===== src/shared/loop_torque_regs.svh =====
`ifndef LOOP_TORQUE_REGS_SVH
`define LOOP_TORQUE_REGS_SVH

// Register word offsets on the plain register port.
`define REG_CTRL        4'h0
`define REG_DEST        4'h1
`define REG_AMPS_LIM    4'h2
`define REG_QAMPS_LIM   4'h3
`define REG_TORQ_CONST  4'h4
`define REG_CMD         4'h5
`define REG_STATUS      4'h6
`define REG_IRQ_STAT    4'h7
`define REG_IRQ_CLR     4'h8
`define REG_IRQ_EN      4'h9
`define REG_LOOP_ERR    4'ha
`define REG_CUR_SET     4'hb
`define REG_GAINS       4'hc

// Control register field positions.
`define CTRL_SENS_LO    0
`define CTRL_MODE_LO    2
`define CTRL_BLDC_BIT   4
`define CTRL_PROT_BIT   5
`define CTRL_EXTS_BIT   6
// Control reset value: current protection on, supervision off, open loop.
`define CTRL_RESET      7'h20

// Command register: kind in bits 18 to 16, value in the low sixteen.
`define CMD_KIND_LO     16

// Loop error thresholds in counts and persistence times in ms.
`define ERR_LIM_1       32'sd100
`define ERR_LIM_2       32'sd250
`define ERR_LIM_3       32'sd500
`define ERR_MS_1        250
`define ERR_MS_2        500
`define ERR_MS_3        1000

// Generic command full scale.
`define CMD_FULL        32'sd1000
// Torque unit is hundredths of Nm, direct current unit tenths of an amp.
`define TORQ_DIV        32'sd100
// Setpoints are in mA, so one tenth of an amp is a hundred of them.
`define MA_PER_TENTH    32'sd100

// Clock rate and cycles per millisecond.
`define CLK_HZ          40000000
`define CYC_PER_MS      (`CLK_HZ / 1000)

// Interrupt bit positions.
`define IRQ_DEST        0
`define IRQ_FAULT       1
`define IRQ_CURERR      2

`endif


===== src/shared/loop_torque_pkg.sv =====
package loop_torque_pkg;

    typedef enum logic [1:0] {
        MODE_OPEN = 2'h0,
        MODE_POSITION = 2'h1,
        MODE_TORQUE = 2'h2
    } op_mode_e;

    typedef enum logic [2:0] {
        CMD_GENERIC = 3'h0,
        CMD_TORQUE_NM = 3'h1,
        CMD_QUAD = 3'h2,
        CMD_FLUX = 3'h3,
        CMD_DEST = 3'h4
    } cmd_kind_e;

    typedef enum logic [2:0] {
        LOOP_RUN = 3'b001,
        LOOP_STOPPED = 3'b010,
        LOOP_OPEN = 3'b100
    } loop_state_e;

    // Register port request from software.
    typedef struct packed {
        logic [3:0] addr;
        logic [31:0] wdata;
        logic wr;
        logic rd;
    } reg_req_s;

    // Current setpoints toward the power stage.
    typedef struct packed {
        logic signed [15:0] quad_ma;
        logic signed [15:0] flux_ma;
    } cur_set_s;

endpackage


===== src/hdl/loop_error_torque_command.sv =====
// Decided for this implementation: the placing of the registers and the plain strobed port.
`include "loop_torque_regs.svh"

// What this block does
// - Flag destination reached when trajectory equals commanded destination.
// - Loop error is desired minus actual position, judged by size and time.
// - Setting one faults after error above 100 for 250 ms.
// - Setting two faults after error above 250 for 500 ms.
// - Setting three faults after error above 500 for 1000 ms.
// - Fault stops channel until it clears, then channel drops to open loop.
// - New absolute destination command clears an active fault.
// - Torque mode regulates current to the command whatever the speed.
// - Generic command spans -1000..1000, scaled so full scale is amps limit.
// - Brushless sinusoidal scales generic command against quadrature limit.
// - Torque command in hundredths Nm converts to current by torque constant.
// - Brushless sinusoidal accepts direct quadrature current in tenths amp.
// - Brushless sinusoidal accepts direct flux current in tenths amp.
// - Torque mode feeds back measured motor current, same loop structure.
// - In torque mode, persistent large current error removes power by default, can be disabled.
// - Brushless torque mode limits speed with separate speed gains.
// - Estimated current reads zero while output power level is zero.
// - External sensor input maps onto full command range as feedback.
module loop_error_torque_command #(
    parameter int MS_CYCLES = `CYC_PER_MS,
    parameter int CUR_ERR_MS = `ERR_MS_2
) (
    input wire logic ref_clk_i,
    input wire logic nrst_i,
    input wire logic [3:0] reg_addr_i,
    input wire logic [31:0] reg_wdata_i,
    input wire logic reg_wr_i,
    input wire logic reg_rd_i,
    output logic [31:0] reg_rdata_o,
    input wire logic signed [31:0] traj_pos_i,
    input wire logic signed [31:0] actual_pos_i,
    input wire logic signed [15:0] motor_ma_i,
    input wire logic signed [15:0] ext_sensor_i,
    input wire logic [6:0] power_level_i,
    input wire logic current_estimated_i,
    input wire logic signed [15:0] speed_i,
    input wire logic signed [15:0] speed_limit_i,
    output logic dest_reached_o,
    output logic loop_fault_o,
    output logic channel_stop_o,
    output logic closed_loop_o,
    output logic power_off_o,
    output logic speed_limit_o,
    output logic signed [15:0] quad_set_o,
    output logic signed [15:0] flux_set_o,
    output logic signed [15:0] cur_fb_o,
    output logic irq_o
);

    // A zero length window would trip a fault on the first noisy sample.
    // Refused at elaboration so a bad build never reaches the motor.
    if (MS_CYCLES < 1 || CUR_ERR_MS < 1) begin : g_bad_timing
        $error("Timing parameters must be at least one.");
    end

    loop_torque_pkg::reg_req_s req;
    assign req = '{addr: reg_addr_i, wdata: reg_wdata_i, wr: reg_wr_i, rd: reg_rd_i};

    // Register state.
    logic [6:0] ctrl_r, ctrl_nxt;
    logic signed [31:0] dest_r, dest_nxt;
    logic [15:0] amps_lim_r, amps_lim_nxt, qamps_lim_r, qamps_lim_nxt, tconst_r, tconst_nxt;
    logic [2:0] irq_stat_r, irq_stat_nxt, irq_en_r, irq_en_nxt;
    logic [31:0] gains_r, gains_nxt, rdata_r, rdata_nxt;
    logic dest_cmd_pulse;
    loop_torque_pkg::cur_set_s set_r, set_nxt;

    function automatic logic hit(input logic [3:0] a, input logic [3:0] off);
        return a == off;
    endfunction

    // Loop state.
    loop_torque_pkg::loop_state_e st_r, st_nxt;
    logic [31:0] persist_r, persist_nxt, cur_tmr_r, cur_tmr_nxt;
    logic signed [31:0] err, err_mag, err_lim;
    logic [31:0] err_cycles;
    logic dest_r1, dest_hit, fault_now, cur_fault;
    logic signed [31:0] cur_err;

    logic [1:0] sens;
    logic [1:0] mode;
    assign sens = ctrl_r[`CTRL_SENS_LO +: 2];
    assign mode = ctrl_r[`CTRL_MODE_LO +: 2];

    // loop error
    // The subtraction is kept at 32 bits; extreme positions can wrap.
    always_comb begin
        err = traj_pos_i - actual_pos_i;
        err_mag = err[31] ? -err : err;
    end

    // Threshold and persistence pair selected by the sensitivity setting.
    always_comb begin
        case (sens)
            2'h1: begin
                err_lim = `ERR_LIM_1;
                err_cycles = 32'(`ERR_MS_1 * MS_CYCLES);
            end
            2'h2: begin
                err_lim = `ERR_LIM_2;
                err_cycles = 32'(`ERR_MS_2 * MS_CYCLES);
            end
            2'h3: begin
                err_lim = `ERR_LIM_3;
                err_cycles = 32'(`ERR_MS_3 * MS_CYCLES);
            end
            default: begin
                err_lim = 32'sh7fffffff;
                err_cycles = 32'hffffffff;
            end
        endcase
    end

    assign dest_hit = (traj_pos_i == dest_r);

    // Only closed loop position or torque tracking is supervised.
    // timer restart
    always_comb begin
        persist_nxt = 32'h0;
        if (st_r == loop_torque_pkg::LOOP_RUN && mode != 2'(loop_torque_pkg::MODE_OPEN)
            && sens != 2'h0 && err_mag > err_lim) begin
            persist_nxt = (persist_r >= err_cycles) ? persist_r : persist_r + 32'h1;
        end
        // A new destination restarts the window from zero.
        if (dest_cmd_pulse) persist_nxt = 32'h0;
    end
    assign fault_now = (persist_r >= err_cycles) && (sens != 2'h0);

    // Fault sequencing: stop, then open loop once the error is gone.
    // stop then open
    always_comb begin
        st_nxt = st_r;
        case (st_r)
            loop_torque_pkg::LOOP_RUN: if (fault_now) st_nxt = loop_torque_pkg::LOOP_STOPPED;
            loop_torque_pkg::LOOP_STOPPED: begin
                if (dest_cmd_pulse) st_nxt = loop_torque_pkg::LOOP_RUN;
                else if (err_mag <= err_lim) st_nxt = loop_torque_pkg::LOOP_OPEN;
            end
            loop_torque_pkg::LOOP_OPEN: if (dest_cmd_pulse) st_nxt = loop_torque_pkg::LOOP_RUN;
            default: st_nxt = loop_torque_pkg::LOOP_RUN;
        endcase
    end

    logic signed [15:0] fb_nxt, fb_r;
    always_comb begin
        if (ctrl_r[`CTRL_EXTS_BIT]) fb_nxt = ext_sensor_i;
        else if (current_estimated_i && power_level_i == 7'h0) fb_nxt = 16'sh0;
        else fb_nxt = motor_ma_i;
    end

    // current protection
    // The timer only advances in torque mode; disabling protection is advised there.
    always_comb begin
        cur_err = 32'(set_r.quad_ma) - 32'(fb_r);
        if (cur_err < 0) cur_err = -cur_err;
        cur_tmr_nxt = 32'h0;
        if (ctrl_r[`CTRL_PROT_BIT] && mode == 2'(loop_torque_pkg::MODE_TORQUE)
            && cur_err > 32'(amps_lim_r) / 2) begin
            cur_tmr_nxt = (cur_tmr_r >= 32'(CUR_ERR_MS * MS_CYCLES)) ? cur_tmr_r
                                                                      : cur_tmr_r + 32'h1;
        end
    end
    assign cur_fault = cur_tmr_r >= 32'(CUR_ERR_MS * MS_CYCLES);

    // Register writes, command scaling and sticky interrupt bits.
    logic signed [31:0] cmd_val, scaled;
    logic [2:0] cmd_kind;
    logic [2:0] irq_ev;
    always_comb begin
        ctrl_nxt = ctrl_r;
        dest_nxt = dest_r;
        amps_lim_nxt = amps_lim_r;
        qamps_lim_nxt = qamps_lim_r;
        tconst_nxt = tconst_r;
        irq_en_nxt = irq_en_r;
        gains_nxt = gains_r;
        set_nxt = set_r;
        dest_cmd_pulse = 1'b0;
        cmd_val = 32'(signed'(req.wdata[15:0]));
        cmd_kind = req.wdata[`CMD_KIND_LO +: 3];
        scaled = 32'sh0;
        if (req.wr) begin
            if (hit(req.addr, `REG_CTRL)) ctrl_nxt = req.wdata[6:0];
            if (hit(req.addr, `REG_AMPS_LIM)) amps_lim_nxt = req.wdata[15:0];
            if (hit(req.addr, `REG_QAMPS_LIM)) qamps_lim_nxt = req.wdata[15:0];
            if (hit(req.addr, `REG_TORQ_CONST)) tconst_nxt = req.wdata[15:0];
            if (hit(req.addr, `REG_IRQ_EN)) irq_en_nxt = req.wdata[2:0];
            if (hit(req.addr, `REG_GAINS)) gains_nxt = req.wdata;
            if (hit(req.addr, `REG_DEST)) begin
                dest_nxt = req.wdata;
                dest_cmd_pulse = 1'b1;
            end
            if (hit(req.addr, `REG_CMD)) begin
                case (cmd_kind)
                    3'(loop_torque_pkg::CMD_GENERIC): begin
                        if (cmd_val > `CMD_FULL) cmd_val = `CMD_FULL;
                        if (cmd_val < -`CMD_FULL) cmd_val = -`CMD_FULL;
                        // Limits are widened as signed so negative commands stay negative.
                        scaled = (cmd_val * (ctrl_r[`CTRL_BLDC_BIT] ? $signed(32'(qamps_lim_r))
                                  : $signed(32'(amps_lim_r)))) / `CMD_FULL;
                        set_nxt.quad_ma = scaled[15:0];
                    end
                    3'(loop_torque_pkg::CMD_TORQUE_NM): begin
                        scaled = (cmd_val * $signed(32'(tconst_r))) / `TORQ_DIV;
                        set_nxt.quad_ma = scaled[15:0];
                    end
                    3'(loop_torque_pkg::CMD_QUAD):
                        if (ctrl_r[`CTRL_BLDC_BIT]) begin
                            scaled = cmd_val * `MA_PER_TENTH;
                            set_nxt.quad_ma = scaled[15:0];
                        end
                    3'(loop_torque_pkg::CMD_FLUX):
                        if (ctrl_r[`CTRL_BLDC_BIT]) begin
                            scaled = cmd_val * `MA_PER_TENTH;
                            set_nxt.flux_ma = scaled[15:0];
                        end
                    default: set_nxt = set_r;
                endcase
            end
        end
        irq_ev = 3'h0;
        irq_ev[`IRQ_DEST] = dest_hit & ~dest_r1;
        irq_ev[`IRQ_FAULT] = fault_now & (st_r == loop_torque_pkg::LOOP_RUN);
        irq_ev[`IRQ_CURERR] = cur_fault;
        // A new event wins over a clear in the same cycle.
        irq_stat_nxt = irq_stat_r;
        if (req.wr && hit(req.addr, `REG_IRQ_CLR)) irq_stat_nxt = irq_stat_r & ~req.wdata[2:0];
        irq_stat_nxt = irq_stat_nxt | irq_ev;
        rdata_nxt = 32'h0;
        if (req.rd) begin
            case (req.addr)
                `REG_CTRL: rdata_nxt = {25'h0, ctrl_r};
                `REG_DEST: rdata_nxt = dest_r;
                `REG_AMPS_LIM: rdata_nxt = {16'h0, amps_lim_r};
                `REG_QAMPS_LIM: rdata_nxt = {16'h0, qamps_lim_r};
                `REG_TORQ_CONST: rdata_nxt = {16'h0, tconst_r};
                `REG_STATUS: rdata_nxt = {26'h0, cur_fault, speed_limit_o, st_r, dest_hit};
                `REG_IRQ_STAT: rdata_nxt = {29'h0, irq_stat_r};
                `REG_IRQ_EN: rdata_nxt = {29'h0, irq_en_r};
                `REG_LOOP_ERR: rdata_nxt = err;
                `REG_CUR_SET: rdata_nxt = set_r;
                `REG_GAINS: rdata_nxt = gains_r;
                default: rdata_nxt = 32'h0;
            endcase
        end
    end

    // speed limiting
    // Speed gains sit in the low half of the gain word, current gains above.
    logic spd_lim_nxt;
    always_comb begin
        spd_lim_nxt = ctrl_r[`CTRL_BLDC_BIT] && mode == 2'(loop_torque_pkg::MODE_TORQUE)
                      && gains_r[15:0] != 16'h0
                      && ((speed_i > speed_limit_i) || (speed_i < -speed_limit_i));
    end

    // All state registers.
    always_ff @(posedge ref_clk_i or negedge nrst_i) begin
        if (!nrst_i) begin
            ctrl_r <= `CTRL_RESET;
            dest_r <= 32'sh0;
            amps_lim_r <= 16'h0;
            qamps_lim_r <= 16'h0;
            tconst_r <= 16'h0;
            irq_stat_r <= 3'h0;
            irq_en_r <= 3'h0;
            gains_r <= 32'h0;
            rdata_r <= 32'h0;
            set_r <= '0;
            st_r <= loop_torque_pkg::LOOP_RUN;
            persist_r <= 32'h0;
            cur_tmr_r <= 32'h0;
            // Trajectory and destination both reset to zero, so the flag starts set.
            // Starting the edge detector high avoids a false event after reset.
            dest_r1 <= 1'b1;
            fb_r <= 16'sh0;
            speed_limit_o <= 1'b0;
        end else begin
            ctrl_r <= ctrl_nxt;
            dest_r <= dest_nxt;
            amps_lim_r <= amps_lim_nxt;
            qamps_lim_r <= qamps_lim_nxt;
            tconst_r <= tconst_nxt;
            irq_stat_r <= irq_stat_nxt;
            irq_en_r <= irq_en_nxt;
            gains_r <= gains_nxt;
            rdata_r <= rdata_nxt;
            set_r <= set_nxt;
            st_r <= st_nxt;
            persist_r <= persist_nxt;
            cur_tmr_r <= cur_tmr_nxt;
            dest_r1 <= dest_hit;
            fb_r <= fb_nxt;
            speed_limit_o <= spd_lim_nxt;
        end
    end

    // Output flops.
    always_ff @(posedge ref_clk_i or negedge nrst_i) begin
        if (!nrst_i) begin
            reg_rdata_o <= 32'h0;
            dest_reached_o <= 1'b0;
            loop_fault_o <= 1'b0;
            channel_stop_o <= 1'b0;
            closed_loop_o <= 1'b0;
            power_off_o <= 1'b0;
            quad_set_o <= 16'sh0;
            flux_set_o <= 16'sh0;
            cur_fb_o <= 16'sh0;
            irq_o <= 1'b0;
        end else begin
            reg_rdata_o <= rdata_nxt;
            dest_reached_o <= dest_hit;
            loop_fault_o <= st_nxt == loop_torque_pkg::LOOP_STOPPED;
            channel_stop_o <= st_nxt == loop_torque_pkg::LOOP_STOPPED;
            closed_loop_o <= st_nxt == loop_torque_pkg::LOOP_RUN
                             && mode != 2'(loop_torque_pkg::MODE_OPEN);
            power_off_o <= cur_fault;
            quad_set_o <= set_nxt.quad_ma;
            flux_set_o <= set_nxt.flux_ma;
            cur_fb_o <= fb_nxt;
            irq_o <= |(irq_stat_nxt & irq_en_nxt);
        end
    end

    sens_one_a: assert property (@(posedge ref_clk_i) disable iff (!nrst_i)
        (sens == 2'h1 && st_r == loop_torque_pkg::LOOP_RUN && persist_r >= err_cycles)
        |=> st_r == loop_torque_pkg::LOOP_STOPPED) else $error("Fault not taken.");
    timer_restart_a: assert property (@(posedge ref_clk_i) disable iff (!nrst_i)
        (err_mag <= err_lim) |=> persist_r == 32'h0) else $error("Timer not restarted.");
    dest_clear_a: assert property (@(posedge ref_clk_i) disable iff (!nrst_i)
        (dest_cmd_pulse && st_r != loop_torque_pkg::LOOP_RUN)
        |=> st_r == loop_torque_pkg::LOOP_RUN) else $error("Fault not cleared.");
    stop_open_a: assert property (@(posedge ref_clk_i) disable iff (!nrst_i)
        (st_r == loop_torque_pkg::LOOP_STOPPED && !dest_cmd_pulse && err_mag <= err_lim)
        |=> st_r == loop_torque_pkg::LOOP_OPEN ##1 !closed_loop_o) else $error("No open loop.");
    dest_flag_a: assert property (@(posedge ref_clk_i) disable iff (!nrst_i)
        (traj_pos_i == dest_r) |=> dest_reached_o) else $error("Destination flag missing.");
    zero_est_a: assert property (@(posedge ref_clk_i) disable iff (!nrst_i)
        (current_estimated_i && power_level_i == 7'h0 && !ctrl_r[`CTRL_EXTS_BIT])
        |=> cur_fb_o == 16'sh0) else $error("Estimate not zero.");
    quad_direct_a: assert property (@(posedge ref_clk_i) disable iff (!nrst_i)
        (req.wr && req.addr == `REG_CMD && ctrl_r[`CTRL_BLDC_BIT]
         && req.wdata[`CMD_KIND_LO +: 3] == 3'(loop_torque_pkg::CMD_QUAD))
        |=> quad_set_o == 16'($past(cmd_val) * `MA_PER_TENTH)) else $error("Quad setpoint wrong.");
    cur_prot_a: assert property (@(posedge ref_clk_i) disable iff (!nrst_i)
        !ctrl_r[`CTRL_PROT_BIT] |=> !cur_fault) else $error("Protection active when off.");

endmodule // loop_error_torque_command


===== config.mk =====
export PLATFORM = sky130hd
export DESIGN_NAME = loop_error_torque_command
export DESIGN_NICKNAME = d
export VERILOG_FILES = /design/src/shared/loop_torque_pkg.sv /design/src/hdl/loop_error_torque_command.sv
export VERILOG_INCLUDE_DIRS = /design/src /design/src/shared
export SDC_FILE = /design/constraint.sdc
export NUM_CORES = 2
export LEC_CHECK = 0
export BUFFER_PORTS_ARGS = -buffer_cell sky130_fd_sc_hd__buf_2
export CELL_PAD_IN_SITES_DETAIL_PLACEMENT = 0
export CELL_PAD_IN_SITES_GLOBAL_PLACEMENT = 2
export CORE_UTILIZATION = 40
export CTS_CLUSTER_DIAMETER = 60
export CTS_CLUSTER_SIZE = 10
export DETAILED_ROUTE_END_ITERATION = 16
export HOLD_SLACK_MARGIN = 0.12
export PLACE_DENSITY_LB_ADDON = 0.1
export SLEW_MARGIN = 10
export SYNTH_ARGS = -nofsm -noshare
export SYNTH_HDL_FRONTEND = slang
export SYNTH_SLANG_ARGS = --single-unit

===== constraint.sdc =====
create_clock -name ref_clk_i -period 32.8 [get_ports ref_clk_i]
set_clock_uncertainty 0.05 [all_clocks]
set_input_delay 9.84 -clock ref_clk_i [delete_from_list [all_inputs] [get_ports ref_clk_i]]
set_output_delay 9.84 -clock ref_clk_i [all_outputs]
set_load 0.01 [all_outputs]

==> reports/metrics.yaml <==
worst_setup_path:
  start_kind: "input port"
  critPathMaxFanout: 12
  crit_path_frequent_cell: "buf_4"
  ff2ff_path_depth: 99
  cp.required_ns: 33.16
  r2r_slack_ns: 8.80
  r2r-start: "tconst_r[8]"
  worstSetupPathType: "in -> reg"
  r2r_end: "quad_set_o[12]"
  cp_slowest_cell: "or4_4"
  slowest_delay_ns: 0.59
  cp_data_arrival_time_ns: 32.98
  end_kind: "register"
timing:
  max_slew_margin_pct: 10.5
  finalWorstSetupSlack_ns: 0.173
  fmax_mhz: 30.6
  worst_slew_pin_slew_ns: 1.33
  drv_slew: 0
  fin_crit_sh_pct: 99.5
  hold_viol_final: 0
  rsz0062_at_grt: "true"
  period_needed_ns: 32.63
  setup_viol: 0
  setup_tns_ns: 0
job:
  drv_cap: 0
clock_network:
  cts_htree_levels: 2
  cts_max_path_buffers: 3
  clk_pin_slew_worst_paths_ns: 0.06
  clock_sinks: 277
  cts_tree: "yes"
  clk_latency_ns: 0.55
  cts_buffers: 34
  cts-root-buf: "clkbuf_16"
grt:
  grt_pass1_wl_um: 294000
  grt_pass1_vias: 52700
  grt_remaining_overflow: 0
  grt_max_degree: 86
  antenna_found_initial: 5
  grt_usage_pct: 26.9
floorplanning:
  io_pins: 263
  die_w_um: 367
  start_util_pct: 40.4
  placement_rows: 133
  core_area_sq_um: 132000
  die_h_um: 367
  dieArea_sq_um: 135000
synth:
  postSynthCellCount: 6544
  synth_top_flop_cell: "dfrtp_1"
  syn_avg_cell_area_sq_um: 8.15
  ys.warnings.count: 0
  ys_seq_area_share_pct: 13.0
  ys_async_sr_fraction_pct: 100
  netlist_area_sq_um: 53300
  synth.distinct_cells: 156
  synth_edf_count: 0
  synth-seq-cells: 277
min_path:
  hp-class: "reg -> reg"
  hp-start: "cur_tmr_r[28]"
  hold_path_depth: 2
  min_to: "cur_tmr_r[28]"
route:
  drt-vias-per-instance: 5.47
  num_vias: 52700
  wire_per_inst_um: 19.4
  dr.pass1.iters: 6
  drt_iter0_drc: 3278
  drtAntennaViolNets: 0
  remaining_drc_errors: 0
  wirelength_um: 187000
final_layout:
  drive_gt1_share_pct: 29.6
  final_common_cell: "buf_4"
  layout_common_cells: "buf_4 (1243), inv_1 (768), nand2_1 (686)"
  nNetsFinal: 8899
  nFillCells: 12800
  syn_to_final_growth_pct: 31.3
placed_design:
  io_buffer_count: 260
  place_hpwl_um: 151000
  globalplace.congestion: 0.927
  dpl_worst_slack_ns: -1.16
run_status:
  status: "finished, final reports clean"
==> sequential cells by signal, indices dropped and copies added (netlist names), 3 cells and up <==
name and flops:
flux_set_o 14, quad_set_o 16, qamps_lim_r 16, cur_fb_o 16, st_r 3, irq_en_r 3, cur_tmr_r 32, dest_r 32
amps_lim_r 16, gains_r 32, persist_r 32, reg_rdata_o 32, ctrl_r 7, irq_stat_r 3, tconst_r 16
==> repair_timing <==
action                     CTS  global route
setup endpoints to repair   14            16
cloned                       1             4
gates resized for setup     70           631
buffers inserted            12           118
pin swaps                   13           257
hold buffers                 0             0
==> worst max-delay path, delay by kind of cell <==
kind,cells,cell delay (ns)
xor+xnor,5,0.93
mux,3,0.56
buf+inv,23,3.51
fa+ha+maj,9,3.96
compound gates,44,9.99
simple gates,17,4.15
==> logic make-up after synthesis <==
family	share of synthesized area [%]
buffers and inverters	7.69
AOI/OAI and AO/OA	22.1
and+or+nand+nor	19.8
muxes	2.80
other	0.00704
adders and majority gates	27.0
xor gates and xnor gates	7.62
DFF	13.0
==> stage by stage <==
| step | cells | hold WS [ns] | area [sq um] | utilization (%) |
|---|---|---|---|---|
| after floorplan | 6545 | 0.410 | 53300 | - |
| after global placement | 9448 | 0.421 | 64500 | 48.9 |
| after detailed placement | 9448 | 0.432 | 64500 | 48.9 |
| after CTS | 9518 | 0.444 | 65900 | 50.0 |
| after global routing | 9637 | 0.464 | 70000 | 53.1 |
| final | 9638 | 0.440 | 70000 | 53.1 |
==> worst max-delay path by stage <==
| stage | startpoint | to | slack [ns] | depth (start not counted) |
|---|---|---|---|---|
| global route | reg_wdata_i[15] | quad_set_o[12] | -0.62 | 102 |
| floorplan | reg_wdata_i[0] | quad_set_o[10] | 0.04 | 101 |
| CTS | reg_wdata_i[12] | quad_set_o[10] | 0.002 | 100 |
| finish | reg_wdata_i[15] | quad_set_o[12] | 0.17 | 101 |
| detailed placement | reg_wdata_i[12] | quad_set_o[12] | -1.16 | 94 |
| global placement | reg_wdata_i[10] | quad_set_o[12] | -0.87 | 103 |
==> synth_stat cells (80+ instances only) <==
cell / instances / share of area [%]
inv_1: 772 / 5.4
nand2_1: 701 / 4.9
nor2_1: 474 / 3.3
fa_1: 465 / 17
ha_1: 398 / 9.3
a21oi_1: 305 / 2.9
o21ai_0: 280 / 2.6
dfrtp_1: 274 / 13
xnor2_1: 271 / 4.5
clkbuf_1: 192 / 1.4
and2_1: 174 / 2.0
xor2_1: 165 / 2.7
nand3_1: 130 / 1.2
nor3_1: 126 / 1.2
a21o_1: 87 / 1.2
a31oi_1: 80 / 0.94
==> cell type report <==
| type | count | area [sq um] | share of cell area [%] |
|---|---|---|---|
| Antenna cell | 2 | 5.00 | 0.00715 |
| Clock buffer | 52 | 928 | 1.33 |
| Clock inverter | 5 | 47.5 | 0.0679 |
| Inverter | 777 | 2920 | 4.17 |
| Multi-Input combinational cell | 5226 | 45700 | 65.3 |
| Sequential cell | 277 | 6940 | 9.91 |
| Tap cell | 1755 | 2200 | 3.14 |
| Timing Repair Buffer | 1544 | 11300 | 16.1 |
==> layer usage <==
layer	share of wire, %	wire, um	vias to the layer above	track usage, %
met5	0.012	22	-	0
met4	2.8	5180	4	6.20
met3	3.7	6870	208	1.67
met2	49	91500	1130	47.2
met1	44	83000	25900	36.0
li1	-	-	25500	-
Power is left out: the tool's default activity adds up to more than one toggle a clock period on the data nets, which glitch-free logic cannot reach.
